File: src/bbp_pkg.sv
// Package: shared constants for the backplane block paging exchange.
// Assumes a single 20 MHz clock and 16-bit image words.
package bbp_pkg;
  // ---------------------------------------------------------------
  // Image geometry
  // ---------------------------------------------------------------
  localparam int BBP_WORD_W = 16;
  localparam int BBP_IN_WORDS = 8;
  localparam int BBP_OUT_WORDS = 7;
  localparam int BBP_PAGE_WORDS = 6;
  localparam int BBP_IN_TAG_UP = 0;
  localparam int BBP_IN_TAG_DN = 1;
  localparam int BBP_IN_PAYLOAD = 2;
  localparam int BBP_OUT_TAG = 0;
  localparam int BBP_OUT_PAYLOAD = 1;
  // ---------------------------------------------------------------
  // Tag codes
  // ---------------------------------------------------------------
  localparam logic [15:0] BBP_TAG_NONE = 16'h0000;
  localparam logic [15:0] BBP_TAG_FIRST = 16'h0001;
  localparam logic [15:0] BBP_TAG_DATA_MAX = 16'h029A;
  localparam logic [15:0] BBP_TAG_EVT_LO = 16'h03E8;
  localparam logic [15:0] BBP_TAG_EVT_HI = 16'h04E7;
  localparam logic [15:0] BBP_TAG_CMD_BASE = 16'h07D0;
  localparam logic [15:0] BBP_TAG_CMD_LO = 16'h07D1;
  localparam logic [15:0] BBP_TAG_CMD_HI = 16'h07D6;
  localparam logic [15:0] BBP_TAG_WARM = 16'h270E;
  localparam logic [15:0] BBP_TAG_COLD = 16'h270F;
  // ---------------------------------------------------------------
  // Reset values
  // ---------------------------------------------------------------
  localparam logic [15:0] BBP_RST_PREV_DN = 16'h0000;
  localparam logic [15:0] BBP_RST_WORD = 16'h0000;
endpackage

File: src/bbp_if.sv
// Interface: the two backplane images between module and processor.
// Both ends run on the same clock; no clocking block.
`timescale 1ns/100ps
interface bbp_if;
  import bbp_pkg::*;
  logic [BBP_WORD_W-1:0] in_img [BBP_IN_WORDS];
  logic [BBP_WORD_W-1:0] out_img [BBP_OUT_WORDS];
  modport dev (output in_img, input out_img);
  modport host (input in_img, output out_img);
endinterface

File: src/bbp_page_ctr.sv
// Page tag counter with wrap at the configured word total.
// Assumes the owner pulses adv_i once per completed page.
`timescale 1ns/100ps
module bbp_page_ctr
  import bbp_pkg::*;
(
  input wire logic ref_clk_i,
  input wire logic rst_i,
  input wire logic init_i,
  input wire logic adv_i,
  input wire logic [15:0] word_total_i,
  output logic [15:0] tag_o
);
  logic [15:0] tag;
  logic [15:0] next_tag;
  logic [19:0] next_end;

  always_comb begin
    next_tag = tag;
    next_end = 20'(tag + 16'h0001) * 20'(BBP_PAGE_WORDS);
    if (init_i) begin
      next_tag = BBP_TAG_FIRST;
    end else if (adv_i) begin
      if (next_end > 20'(word_total_i) || tag >= BBP_TAG_DATA_MAX) begin
        next_tag = BBP_TAG_FIRST;
      end else begin
        next_tag = tag + 16'h0001;
      end
    end
  end

  always_ff @(posedge ref_clk_i) begin
    if (rst_i) begin
      tag <= BBP_TAG_FIRST;
    end else begin
      tag <= next_tag;
    end
  end

  assign tag_o = tag;
endmodule // bbp_page_ctr

File: src/bbp_dev.sv
// Module end: gateway side that drives the eight-word input image.
// Assumes the processor end shares ref_clk_i and keeps its own image stable
// while its tag word is unchanged.
//
// Behaviour
// - Eight-word input, seven-word output image
// - Each side drives only its own image
// - Six payload words per block
// - Header: upload tag, download tag, payload
// - Data tags 0..666; zero ignored
// - Tag n addresses n-th six-word page
// - Changed word 0 means new block
// - Init: both tags one, previous download zero
// - Load payload, then download tag, upload last
// - Processor stores upload page at offset
// - Processor loads page, then writes tag
// - Store downloaded page, record its tag
// - Pick next pages and repeat forever
// - Bases and totals come from configuration
// - Tags 1000..1255 request event command
// - Tags 2001..2006 request command list
// - Tag 9998 warm restart
// - Tag 9999 full hardware restart
// - Processor writes control payload before tag
`timescale 1ns/100ps
module bbp_dev
  import bbp_pkg::*;
#(
  parameter int DB_AW = 12
) (
  input wire logic ref_clk_i,
  input wire logic rst_i,
  bbp_if.dev img,
  input wire logic [DB_AW-1:0] inbound_db_base_i,
  input wire logic [DB_AW-1:0] outbound_db_base_i,
  input wire logic [15:0] inbound_word_total_i,
  input wire logic [15:0] outbound_word_total_i,
  output logic [DB_AW-1:0] db_addr_o,
  output logic db_rd_o,
  input wire logic [15:0] db_rdata_i,
  output logic db_wr_o,
  output logic [15:0] db_wdata_o,
  output logic evt_req_o,
  output logic [7:0] evt_slave_o,
  output logic cmd_req_o,
  output logic [2:0] cmd_count_o,
  output logic warm_boot_o,
  output logic cold_boot_o,
  output logic [95:0] ctl_payload_o
);
  // ---------------------------------------------------------------
  // State
  // ---------------------------------------------------------------
  typedef enum logic [2:0] {
    ST_INIT = 3'b000,
    ST_LOAD = 3'b001,
    ST_HDR = 3'b010,
    ST_TRIG = 3'b011,
    ST_WAIT = 3'b100,
    ST_STORE = 3'b101
  } bbp_dev_st_e;

  bbp_dev_st_e st, next_st;
  logic [2:0] idx, next_idx;
  logic [15:0] prev_dn, next_prev_dn;
  logic [15:0] in_w [BBP_IN_WORDS];
  logic [15:0] next_in_w [BBP_IN_WORDS];
  logic [DB_AW-1:0] db_addr, next_db_addr;
  logic db_rd, next_db_rd, db_wr, next_db_wr;
  logic [15:0] db_wdata, next_db_wdata;
  logic evt_req, next_evt_req, cmd_req, next_cmd_req;
  logic [7:0] evt_slave, next_evt_slave;
  logic [2:0] cmd_count, next_cmd_count;
  logic warm, next_warm, cold, next_cold;
  logic [95:0] ctl_pl, next_ctl_pl;
  logic rd_pend, next_rd_pend;
  logic [15:0] boot_tag, next_boot_tag;
  logic init_tags, adv_up, adv_dn;
  logic [15:0] up_tag, dn_tag, rx_tag;
  logic [15:0] pg_up, pg_dn;

  // ---------------------------------------------------------------
  // Page counters
  // ---------------------------------------------------------------
  bbp_page_ctr u_up (
    .ref_clk_i(ref_clk_i),
    .rst_i(rst_i),
    .init_i(init_tags),
    .adv_i(adv_up),
    .word_total_i(outbound_word_total_i),
    .tag_o(up_tag)
  );

  bbp_page_ctr u_dn (
    .ref_clk_i(ref_clk_i),
    .rst_i(rst_i),
    .init_i(init_tags),
    .adv_i(adv_dn),
    .word_total_i(inbound_word_total_i),
    .tag_o(dn_tag)
  );

  assign rx_tag = img.out_img[BBP_OUT_TAG];
  // Page offsets (tag - 1) * 6, cut to 16 bits
  assign pg_up = 16'((up_tag - 16'h0001) * 16'(BBP_PAGE_WORDS));
  assign pg_dn = 16'((rx_tag - 16'h0001) * 16'(BBP_PAGE_WORDS));

  // ---------------------------------------------------------------
  // Sequencer
  // ---------------------------------------------------------------
  always_comb begin
    next_st = st;
    next_idx = idx;
    next_prev_dn = prev_dn;
    next_in_w = in_w;
    next_db_addr = db_addr;
    next_db_rd = 1'b0;
    next_db_wr = 1'b0;
    next_db_wdata = db_wdata;
    next_evt_req = 1'b0;
    next_evt_slave = evt_slave;
    next_cmd_req = 1'b0;
    next_cmd_count = cmd_count;
    next_warm = 1'b0;
    next_cold = 1'b0;
    next_ctl_pl = ctl_pl;
    next_rd_pend = 1'b0;
    // Boot tag lingers in the image after restart; act on it only once
    next_boot_tag = (rx_tag == boot_tag) ? boot_tag : BBP_TAG_NONE;
    init_tags = 1'b0;
    adv_up = 1'b0;
    adv_dn = 1'b0;
    case (st)
      ST_INIT: begin
        init_tags = 1'b1;
        next_prev_dn = BBP_RST_PREV_DN;
        next_idx = 3'd0;
        next_st = ST_LOAD;
      end
      ST_LOAD: begin
        // Read one database word a cycle; data returns next cycle
        if (rd_pend) begin
          next_in_w[BBP_IN_PAYLOAD + 32'(idx) - 1] = db_rdata_i;
        end
        if (idx < 3'(BBP_PAGE_WORDS)) begin
          next_db_addr = outbound_db_base_i + DB_AW'(pg_up) + DB_AW'(idx);
          next_db_rd = 1'b1;
          next_rd_pend = 1'b1;
          next_idx = idx + 3'd1;
        end else if (!rd_pend) begin
          next_st = ST_HDR;
        end
      end
      ST_HDR: begin
        next_in_w[BBP_IN_TAG_DN] = dn_tag;
        next_st = ST_TRIG;
      end
      ST_TRIG: begin
        next_in_w[BBP_IN_TAG_UP] = up_tag;
        next_st = ST_WAIT;
      end
      ST_WAIT: begin
        if (rx_tag != prev_dn && (boot_tag == BBP_TAG_NONE || rx_tag != boot_tag)) begin
          next_prev_dn = rx_tag;
          next_idx = 3'd0;
          if (rx_tag == BBP_TAG_NONE) begin
            next_st = ST_WAIT;
          end else if (rx_tag <= BBP_TAG_DATA_MAX) begin
            next_prev_dn = prev_dn;
            next_st = ST_STORE;
          end else if (rx_tag >= BBP_TAG_EVT_LO && rx_tag <= BBP_TAG_EVT_HI) begin
            next_evt_req = 1'b1;
            next_evt_slave = 8'(rx_tag - BBP_TAG_EVT_LO);
            next_ctl_pl = {img.out_img[6], img.out_img[5], img.out_img[4],
                           img.out_img[3], img.out_img[2], img.out_img[1]};
            adv_up = 1'b1;
            next_st = ST_LOAD;
          end else if (rx_tag >= BBP_TAG_CMD_LO && rx_tag <= BBP_TAG_CMD_HI) begin
            next_cmd_req = 1'b1;
            next_cmd_count = 3'(rx_tag - BBP_TAG_CMD_BASE);
            next_ctl_pl = {img.out_img[6], img.out_img[5], img.out_img[4],
                           img.out_img[3], img.out_img[2], img.out_img[1]};
            adv_up = 1'b1;
            next_st = ST_LOAD;
          end else if (rx_tag == BBP_TAG_WARM) begin
            next_warm = 1'b1;
            next_boot_tag = rx_tag;
            next_st = ST_INIT;
          end else if (rx_tag == BBP_TAG_COLD) begin
            next_cold = 1'b1;
            next_boot_tag = rx_tag;
            next_st = ST_INIT;
          end else begin
            // Keep paging, or the processor end waits forever
            adv_up = 1'b1;
            next_st = ST_LOAD;
          end
        end
      end
      ST_STORE: begin
        if (idx < 3'(BBP_PAGE_WORDS)) begin
          next_db_addr = inbound_db_base_i + DB_AW'(pg_dn) + DB_AW'(idx);
          next_db_wdata = img.out_img[BBP_OUT_PAYLOAD + 32'(idx)];
          next_db_wr = 1'b1;
          next_idx = idx + 3'd1;
        end else begin
          next_prev_dn = rx_tag;
          adv_up = 1'b1;
          adv_dn = 1'b1;
          next_idx = 3'd0;
          next_st = ST_LOAD;
        end
      end
      default: next_st = ST_INIT;
    endcase
  end

  always_ff @(posedge ref_clk_i) begin
    if (rst_i) begin
      st <= ST_INIT;
      idx <= 3'd0;
      prev_dn <= BBP_RST_PREV_DN;
      for (int i = 0; i < BBP_IN_WORDS; i++) begin
        in_w[i] <= BBP_RST_WORD;
      end
      db_addr <= '0;
      db_rd <= 1'b0;
      db_wr <= 1'b0;
      db_wdata <= BBP_RST_WORD;
      evt_req <= 1'b0;
      evt_slave <= 8'h00;
      cmd_req <= 1'b0;
      cmd_count <= 3'h0;
      warm <= 1'b0;
      cold <= 1'b0;
      ctl_pl <= '0;
      rd_pend <= 1'b0;
      boot_tag <= BBP_TAG_NONE;
    end else begin
      st <= next_st;
      idx <= next_idx;
      prev_dn <= next_prev_dn;
      in_w <= next_in_w;
      db_addr <= next_db_addr;
      db_rd <= next_db_rd;
      db_wr <= next_db_wr;
      db_wdata <= next_db_wdata;
      evt_req <= next_evt_req;
      evt_slave <= next_evt_slave;
      cmd_req <= next_cmd_req;
      cmd_count <= next_cmd_count;
      warm <= next_warm;
      cold <= next_cold;
      ctl_pl <= next_ctl_pl;
      rd_pend <= next_rd_pend;
      boot_tag <= next_boot_tag;
    end
  end

  // ---------------------------------------------------------------
  // Outputs
  // ---------------------------------------------------------------
  // Only this end drives the input image
  assign img.in_img = in_w;
  assign db_addr_o = db_addr;
  assign db_rd_o = db_rd;
  assign db_wr_o = db_wr;
  assign db_wdata_o = db_wdata;
  assign evt_req_o = evt_req;
  assign evt_slave_o = evt_slave;
  assign cmd_req_o = cmd_req;
  assign cmd_count_o = cmd_count;
  assign warm_boot_o = warm;
  assign cold_boot_o = cold;
  assign ctl_payload_o = ctl_pl;
endmodule // bbp_dev

File: src/flat_wrapper.sv
// flat-port wrapper written by rule: the top's interface ports become plain ports
module bbp_dev_flat import bbp_pkg::*;
#(
  parameter int DB_AW = 12
)
  (ref_clk_i, rst_i, inbound_db_base_i, outbound_db_base_i, inbound_word_total_i, outbound_word_total_i, db_addr_o, db_rd_o, db_rdata_i, db_wr_o, db_wdata_o, evt_req_o, evt_slave_o, cmd_req_o, cmd_count_o, warm_boot_o, cold_boot_o, ctl_payload_o, img_in_img, img_out_img);
  bbp_if img_i ();
  input wire logic ref_clk_i;
  input wire logic rst_i;
  input wire logic [DB_AW-1:0] inbound_db_base_i;
  input wire logic [DB_AW-1:0] outbound_db_base_i;
  input wire logic [15:0] inbound_word_total_i;
  input wire logic [15:0] outbound_word_total_i;
  output logic [DB_AW-1:0] db_addr_o;
  output logic db_rd_o;
  input wire logic [15:0] db_rdata_i;
  output logic db_wr_o;
  output logic [15:0] db_wdata_o;
  output logic evt_req_o;
  output logic [7:0] evt_slave_o;
  output logic cmd_req_o;
  output logic [2:0] cmd_count_o;
  output logic warm_boot_o;
  output logic cold_boot_o;
  output logic [95:0] ctl_payload_o;
  output wire logic [$bits(img_i.in_img)-1:0] img_in_img;
  input wire logic [$bits(img_i.out_img)-1:0] img_out_img;
  assign img_in_img = {>>{img_i.in_img}};
  assign img_i.out_img = {>>{img_out_img}};
  bbp_dev #(.DB_AW(DB_AW)) u_core (.ref_clk_i(ref_clk_i), .rst_i(rst_i), .img(img_i), .inbound_db_base_i(inbound_db_base_i), .outbound_db_base_i(outbound_db_base_i), .inbound_word_total_i(inbound_word_total_i), .outbound_word_total_i(outbound_word_total_i), .db_addr_o(db_addr_o), .db_rd_o(db_rd_o), .db_rdata_i(db_rdata_i), .db_wr_o(db_wr_o), .db_wdata_o(db_wdata_o), .evt_req_o(evt_req_o), .evt_slave_o(evt_slave_o), .cmd_req_o(cmd_req_o), .cmd_count_o(cmd_count_o), .warm_boot_o(warm_boot_o), .cold_boot_o(cold_boot_o), .ctl_payload_o(ctl_payload_o));
endmodule
File: config.mk
export PLATFORM = sky130hd
export DESIGN_NAME = bbp_dev_flat
export DESIGN_NICKNAME = d
export VERILOG_FILES = /design/src/bbp_pkg.sv /design/src/bbp_if.sv /design/src/bbp_page_ctr.sv /design/src/bbp_dev.sv /design/src/flat_wrapper.sv
export SDC_FILE = /design/constraint.sdc
export NUM_CORES = 1
export LEC_CHECK = 0
export BUFFER_PORTS_ARGS = -buffer_cell sky130_fd_sc_hd__buf_4
export CORE_MARGIN = 4
export CORE_UTILIZATION = 50
export CTS_CLUSTER_DIAMETER = 80
export CTS_CLUSTER_SIZE = 28
export DETAILED_ROUTE_END_ITERATION = 12
export PLACE_DENSITY = 0.9
export SYNTH_ARGS = -nofsm -noshare
export SYNTH_HDL_FRONTEND = slang
export SYNTH_SLANG_ARGS = --single-unit
File: constraint.sdc
create_clock -name ref_clk_i -period 5.1 [get_ports ref_clk_i]
set_clock_uncertainty 0.1 [all_clocks]
set_input_delay 0 -clock ref_clk_i [delete_from_list [all_inputs] [get_ports ref_clk_i]]
set_output_delay 0 -clock ref_clk_i [all_outputs]
set_load 0.01 [all_outputs]
==> results by group, run 1 <==
Run status
  – Status: finished clean

Final layout
  – Storage element area: 0.006803 mm2
  – Fin area: ~0.026 mm2
  – Fillers: between 2000 and 3000
  – Share of layout cells above drive strength 1: about 22%
  – Area grow syn2layout: 33.55%
  – Nets: 3258
  – Multi-input gate area: around 0.012 mm2

Synthesis
  – Register area share after synthesis: a little over a third
  – Cell variety after synth: 85
  – Synth area leader: dfxtp_1
  – FFs w/ async S/R, synth: 0%
  – Share of the synthesized area in the top cell type: a little over a third
  – Synth Register Bits: between 300 and 400
  – Syn Std Cell Area: between 0.015 and 0.02 mm2
  – Syn avg cell area: approximately 8.2 um2
  – Main synth FF type: dfxtp_1
  – Top cells by area in the synthesized netlist: dfxtp_1 35%, ha_1 8.9%, a21oi_1 6.8%, nand2_1 6.3%, mux2i_1 6.2%
  – Syn Nets: between 2000 and 3000
  – Post-synth EDFFs: 0
  – Synth Warn #: 0
  – Mapped Cells: approximately 2400

STA
  – Worst hold slack: approximately 0.06 ns
  – Max-slew violation count: 0
  – # setup viols final: 0
  – Final Cycle Share: 96.82%
  – Min setup slack post-route: roughly 0.16 ns
  – Clock period minus worst slack: 4.938 ns
  – Worst-Margin Slew: 1.350 ns
  – Highest Clock Rate: around 200 MHz
  – Slew HR: under 10%
  – Final hold vios: 0

Global routing
  – Overflow after GRT: 0
  – Gr usage total: about a third
  – Largest net degree at the start of global routing: 113
  – Initial antenna violation count: 1
  – First-pass GRT wire length: between 100000 and 150000 um
  – Vias in the first global route: around 21000

Die
  – FP Rows: slightly above 70
  – Initial core utilization: 51.15%
  – Die height: a little over 200 um
  – Die width: just over 200 um
  – # IOs: ~460
  – DIE AREA: around 0.042 mm2
  – Core region area: approximately 0.038 mm2

Drt
  – WL final: a little under 80000 um
  – Detailed-router iteration count before antenna repair: 8
  – WL/cell: approximately 22 um
  – Number of vias per cell: 6.059
  – DR vias: 20880
  – Initial DRC Count: around 2300
  – Routed Antenna Nets: 0
  – Drt drc: 0

Critical path
  – Crit path kind: register to register
  – Worst Path Max Fanout: 12
  – CP delay by family, top: simple AND/OR/NAND/NOR gates
  – CP most frequent cell: nand4_1
  – CP max stage cell: or4_1
  – Crit-path cells: buf_6, and4_4, nand4_1, xnor2_2, ha_4, o21ai_0, nand2b_1, a21oi_1, a211oi_1, nand2_1, a22oi_2, maj3_1, a21oi_1, xnor2_1, ha_1, nand4_1, or4_1, o21ai_0, nand4_1, a31oi_2, buf_6, and3_1, o21ai_1
  – Worst path bufs/invs: 2
  – Worst setup SP type: register
  – Worst path max stage delay: 0.53 ns
  – CP arrival: around 5.3 ns
  – Critical Path Sink Type: register
  – Critical path required time: roughly 5.4 ns

Power and ir drop
  – Total leakage power: approximately 12 nW
  – Final Power: slightly below 6 mW
  – Pwr dens: around 220 mW/mm2
  – Maximum vdd drop: 262.6 uV

Placed design
  – PortBufs: ~450
  – Place WS: approximately 0.068 ns
  – Placed cell areas: about 0.023 mm2
  – Dpl hpwl: 52110 um
  – GP Congestion: approximately 0.98

Clock network
  – Clock Sinks: 339
  – CTS max path bufs: 3
  – Clk_lat worst skew: 0.55 ns
  – Clock tree root buffer cell: clkbuf_16
  – Worst-path clk slew: approximately 0.09 ns
  – H-tree lvl count: 1
  – Num CTS Buffers: 21
  – CTS tree: yes

Job
  – MaxCap Viol Count: 0

Min path
  – Worst Hold Class: primary input to register
-- sequential cells by signal, summed over array words and instances, names as in the netlist, 12 cells and up --
signal / flops
u_core.db_wdata_o: 16
u_core.img.in_img: 128
u_core.boot_tag: 16
u_core.db_addr_o: 12
u_core.u_dn.tag_o: 16
u_core.prev_dn: 16
u_core.u_up.tag_o: 16
u_core.ctl_payload_o: 96
-- cells in the mapped netlist, drive strengths merged (10+ instances only) --
master  instances
a22oi          34
inv            87
nor4           26
a211oi         33
nand4          28
xor2           42
mux4           16
o21ai          58
nand3          54
a32oi          10
mux2i         121
nor3           36
a31oi          21
nand2b         13
nand2         329
clkbuf        113
dfxtp         339
fa             10
a21o           20
nor2          260
nor2b          16
buf            50
a21oi         267
o21bai         11
and2           20
xnor2         113
ha            138
and3           22
-- power breakdown --
part           internal [mW]  switching, mW
registers               2.67         0.0308
clock network          0.850           1.09
logic                  0.505          0.670
total                   4.03           1.79
-- area by class of cell --
cell class	count	share of cell area [%]
antenna	1	0.009634
clock inverter	11	0.7756
clock buffer	22	2.076
inverter	88	1.272
timing repair buffer	693	21.76
tap	511	2.462
sequential	339	26.19
multi-input combinational	1781	45.45
-- cells in the final DEF, fill, tap and decap left out, types with 20 or more instances in the layout --
cell type	netlist	routed
buf_4	6	520
xor2_1	42	40
nand3_1	54	54
a21o_1	20	20
dlygate4sd3_1	0	169
a211oi_1	33	33
nand2_1	329	328
and2_1	20	20
mux2i_1	121	121
xnor2_1	113	109
nor3_1	35	34
nor4_1	22	21
and3_1	21	21
nand4_1	27	27
a21oi_1	266	263
dfxtp_1	339	328
ha_1	138	134
inv_1	87	87
nor2_1	259	256
clkbuf_16	0	21
o21ai_0	55	54
a22oi_1	34	32
-- worst paths after layout --
kind,from,end,slack (ns),depth (start not counted)
setup / recovery,u_core.u_dn.tag_o[0],u_core.u_dn.tag_o[0],0.16,23
hold / removal,outbound_db_base_i[7],u_core.db_addr_o[8],0.06,6
setup reg to reg,u_core.u_dn.tag_o[0],u_core.u_dn.tag_o[0],0.16,23
hold reg to reg,u_core.ctl_payload_o[40],u_core.ctl_payload_o[40],0.36,2
-- worst min-delay path, cell delays in order --
cell	delay, ns
buf_4	0.09
ha_1	0.14
ha_1	0.17
xnor2_1	0.09
nand2_1	0.07
a311oi_1	0.08
-- metal layers --
layer	GRT usage (%)	wire, um	up-vias
met5	0	13	-
li1	-	-	9273
met3	8.180	8032	430
met4	21.99	5977	2
met2	56.56	35230	1400
met1	41.11	27670	9774
-- repair_timing --
| action | CTS | global route |
|---|---|---|
| gates resized for setup | 1 | 37 |
| hold buffers | 169 | 0 |
| setup buffers | 0 | 6 |
| pin swaps | 0 | 7 |
| setup endpoints to repair | 1 | 21 |
| hold endpoints to repair | 284 | 0 |
-- through the flow --
step	utilization [%]	TNS (ns)	instances
2_1_floorplan	-	0	2371
3_3_place_gp	61.39	0	3237
3_5_place_dp	61.39	0	3237
4_1_cts	67.79	0	3439
5_1_grt	68.31	-0.03466	3445
6_report	68.31	0	3446
-- cell families (layout without fill, tap and decap cells) --
group	Yosys count	count (layout)	share of synthesized area, %
DFF	339	339	34.89
muxes	138	138	8.138
adders and majority gates	150	150	10.01
buffers and inverters	251	814	5.243
and+or+nand+nor	840	840	19.36
AOI/OAI and AO/OA	498	498	15.38
xor gates and xnor gates	155	155	6.980
other	0	1	0
Note: power is estimated with default switching activity, not from simulation.
==> run 2, diff against run 1 <==
MAX_ROUTING_LAYER = met4   (was unset)
PLACE_DENSITY = 0.87   (was 0.9)
TNS_END_PERCENT = 20   (was unset)
clock period = 6.3 ns   (was 5.1 ns; I/O delays follow)
==> run 2 against run 1 <==
Compared with the run above: register-to-register slack better by 0.37 ns; critical path depth down 1; core utilization shrank 1.8 points; global-route usage decreased by 0.87 points; die area unchanged; maximum frequency fell by 14%; worst setup slack better by 0.37 ns; hold slack worse by 0.017 ns; sequential power decreased by 19%; first-iteration DRC count is 9.9% lower; power shrank 19%; critical path type unchanged; critical endpoint is now u_core.u_up.tag_o[7]; largest power group unchanged.
==> results by group, run 2 (synthesis results as in run 1) <==
Critical path
  – Worst path max stage delay: between 0.6 and 0.7 ns
  – Crit path kind: register to register
  – Worst Path Max Fanout: 15
  – Worst setup SP type: register
  – Crit-path cells: ha_1, nand3_1, xor2_1, inv_1, ha_1, o21a_1, a31oi_1, a21bo_1, a21oi_1, a21boi_1, maj3_1, o21bai_1, xor2_1, ha_1, nand4_1, nor4_1, o221ai_1, a41o_1, a21oi_2, buf_4, o21ai_0, a31oi_1
  – Critical path required time: 6.66 ns
  – CP most frequent cell: ha_1
  – Worst path bufs/invs: 2
  – Critical Path Sink Type: register
  – CP max stage cell: dfxtp_1
  – CP arrival: 6.13 ns
  – CP delay by family, top: compound AO/OA/AOI/OAI gates
  – Flop-to-flop setup slack: about 0.53 ns

Placed design
  – GP Congestion: slightly below 1
  – Dpl hpwl: roughly 51000 um
  – PortBufs: 454

Final layout
  – Fin util: around two thirds
  – Share of layout cells above drive strength 1: approximately a fifth
  – Nets: 3197
  – Commonest non-fill, non-tap cell in the layout: buf_4
  – Largest register FFs: about 130
  – Most frequent cells in the layout: 477 x buf_4, 338 x dfxtp_1, 328 x nand2_1
  – Area grow syn2layout: 30.13%

STA
  – Worst-Margin Slew: about 1.2 ns
  – Slew HR: around a fifth
  – Max-slew violation count: 0
  – Unrepaired setup endpoints after global routing: false
  – Final hold vios: 0
  – # setup viols final: 0
  – Clock period minus worst slack: approximately 5.8 ns
  – Final setup TNS: 0 ns
  – Highest Clock Rate: approximately 170 MHz
  – Final Cycle Share: between 90% and 100%

Die
  – FP Rows: between 70 and 80
  – # IOs: 455
  – DIE AREA: between 0.04 and 0.05 mm2
  – Initial core utilization: 51.15%
  – Die width: between 200 and 250 um
  – Core region area: roughly 0.038 mm2
  – Die height: 205.2 um

Power and ir drop
  – Internal: 3.275 mW
  – Sw Share: between 30% and 40%
  – Total leakage power: ~11 nW
  – Sequential power share: between 40% and 50%
  – Combinational fraction of design power: roughly a fifth
  – Switching power: 1.420 mW
  – Pwr dens: 185.5 mW/mm2
  – Maximum vdd drop: 222.2 uV
  – Clock power share: approximately a third

Clock network
  – Clock Sinks: around 340
  – Worst-path clk slew: 0.09 ns
  – CTS tree: yes
  – Resized cells post-CTS: 0
  – Clock tree root buffer cell: clkbuf_16
  – Num CTS Buffers: 20
  – Hold-fix buffers, CTS: 155
  – Post-CTS setup buffers: 0
  – Clk_lat worst skew: 0.56 ns
  – H-tree lvl count: 1
  – CTS max path bufs: 3

Drt
  – WL/cell: approximately 22 um
  – Initial DRC Count: roughly 2100
  – Drt drc: 0
  – Detailed-router iteration count before antenna repair: 7
  – WL final: about 74000 um
  – Routed Antenna Nets: 0
  – DR vias: 20330
  – Number of vias per cell: ~6

Job
  – MaxCap Viol Count: 0

Min path
  – Worst Hold Class: primary input to register

Global routing
  – Gr usage total: 33.79%
  – Largest net degree at the start of global routing: approximately 120
  – First-pass GRT wire length: about 110000 um
  – Overflow after GRT: 0
  – Initial antenna violation count: 3
  – Vias in the first global route: ~20000

Run status
  – Status: finished clean
[run 2: path summary, 6_finish.rpt]
check | from | end | cells past startpoint
worst max-delay path | u_core.u_up.tag_o[1] | u_core.u_up.tag_o[7] | 22
worst min-delay path | outbound_db_base_i[8] | u_core.db_addr_o[8] | 6
worst max register to register | u_core.u_up.tag_o[1] | u_core.u_up.tag_o[7] | 22
worst min register to register | u_core.ctl_payload_o[95] | u_core.ctl_payload_o[95] | 2
[run 2: cell type report]
class                   count  area (um2)
clock buffers              21       525.5
repair buffers            633        5147
diodes                      4       10.01
flip-flops and latches    339        6788
inverters                  88       330.3
clock inverters            11       188.9
well taps                 511       639.4
multi-input cells        1781       11680
fillers                  2820       12710
[run 2: stage by stage]
| stage | power (mW) | setup WS (ns) | cells | instance area (um2) | hold WS, ns |
|---|---|---|---|---|---|
| finish | 4.695 | 0.5344 | 3388 | 25310 | 0.04315 |
| global route | 4.847 | 0.08432 | 3387 | 25310 | 0.05265 |
| CTS | 4.676 | 0.6167 | 3384 | 25300 | 0.01230 |
| detailed placement | 3.077 | 0.6801 | 3197 | 23030 | 0.1703 |
| global placement | 3.054 | 0.8538 | 3197 | 23030 | 0.1627 |
| floorplan | 2.752 | 1.368 | 2371 | 19450 | 0.04045 |
[run 2: per-layer routing]
layer / share of wire, % / track usage (%) / up-vias
met4: 6.7 / 19.31 / 0
li1: - / - / 9174
met2: 46 / 53.83 / 1277
met1: 38 / 40.10 / 9547
met5: 0 / - / -
met3: 9.3 / 6.635 / 330
[run 2: worst min-delay path: cells and delay by family]
family / cells / cell delay [ns]
xor+xnor: 1 / 0.08
simple gates: 1 / 0.07
compound gates: 1 / 0.09
buf+inv: 1 / 0.09
fa+ha+maj: 2 / 0.31
[run 2: power groups by stage]
stage / clock (mW) / combinational (mW) / sequential [mW]
after floorplan: 0 / 0.517 / 2.24
after global placement: 0 / 0.807 / 2.25
after detailed placement: 0 / 0.829 / 2.25
after CTS: 1.57 / 0.904 / 2.20
after global routing: 1.65 / 0.994 / 2.20
final: 1.56 / 0.931 / 2.20
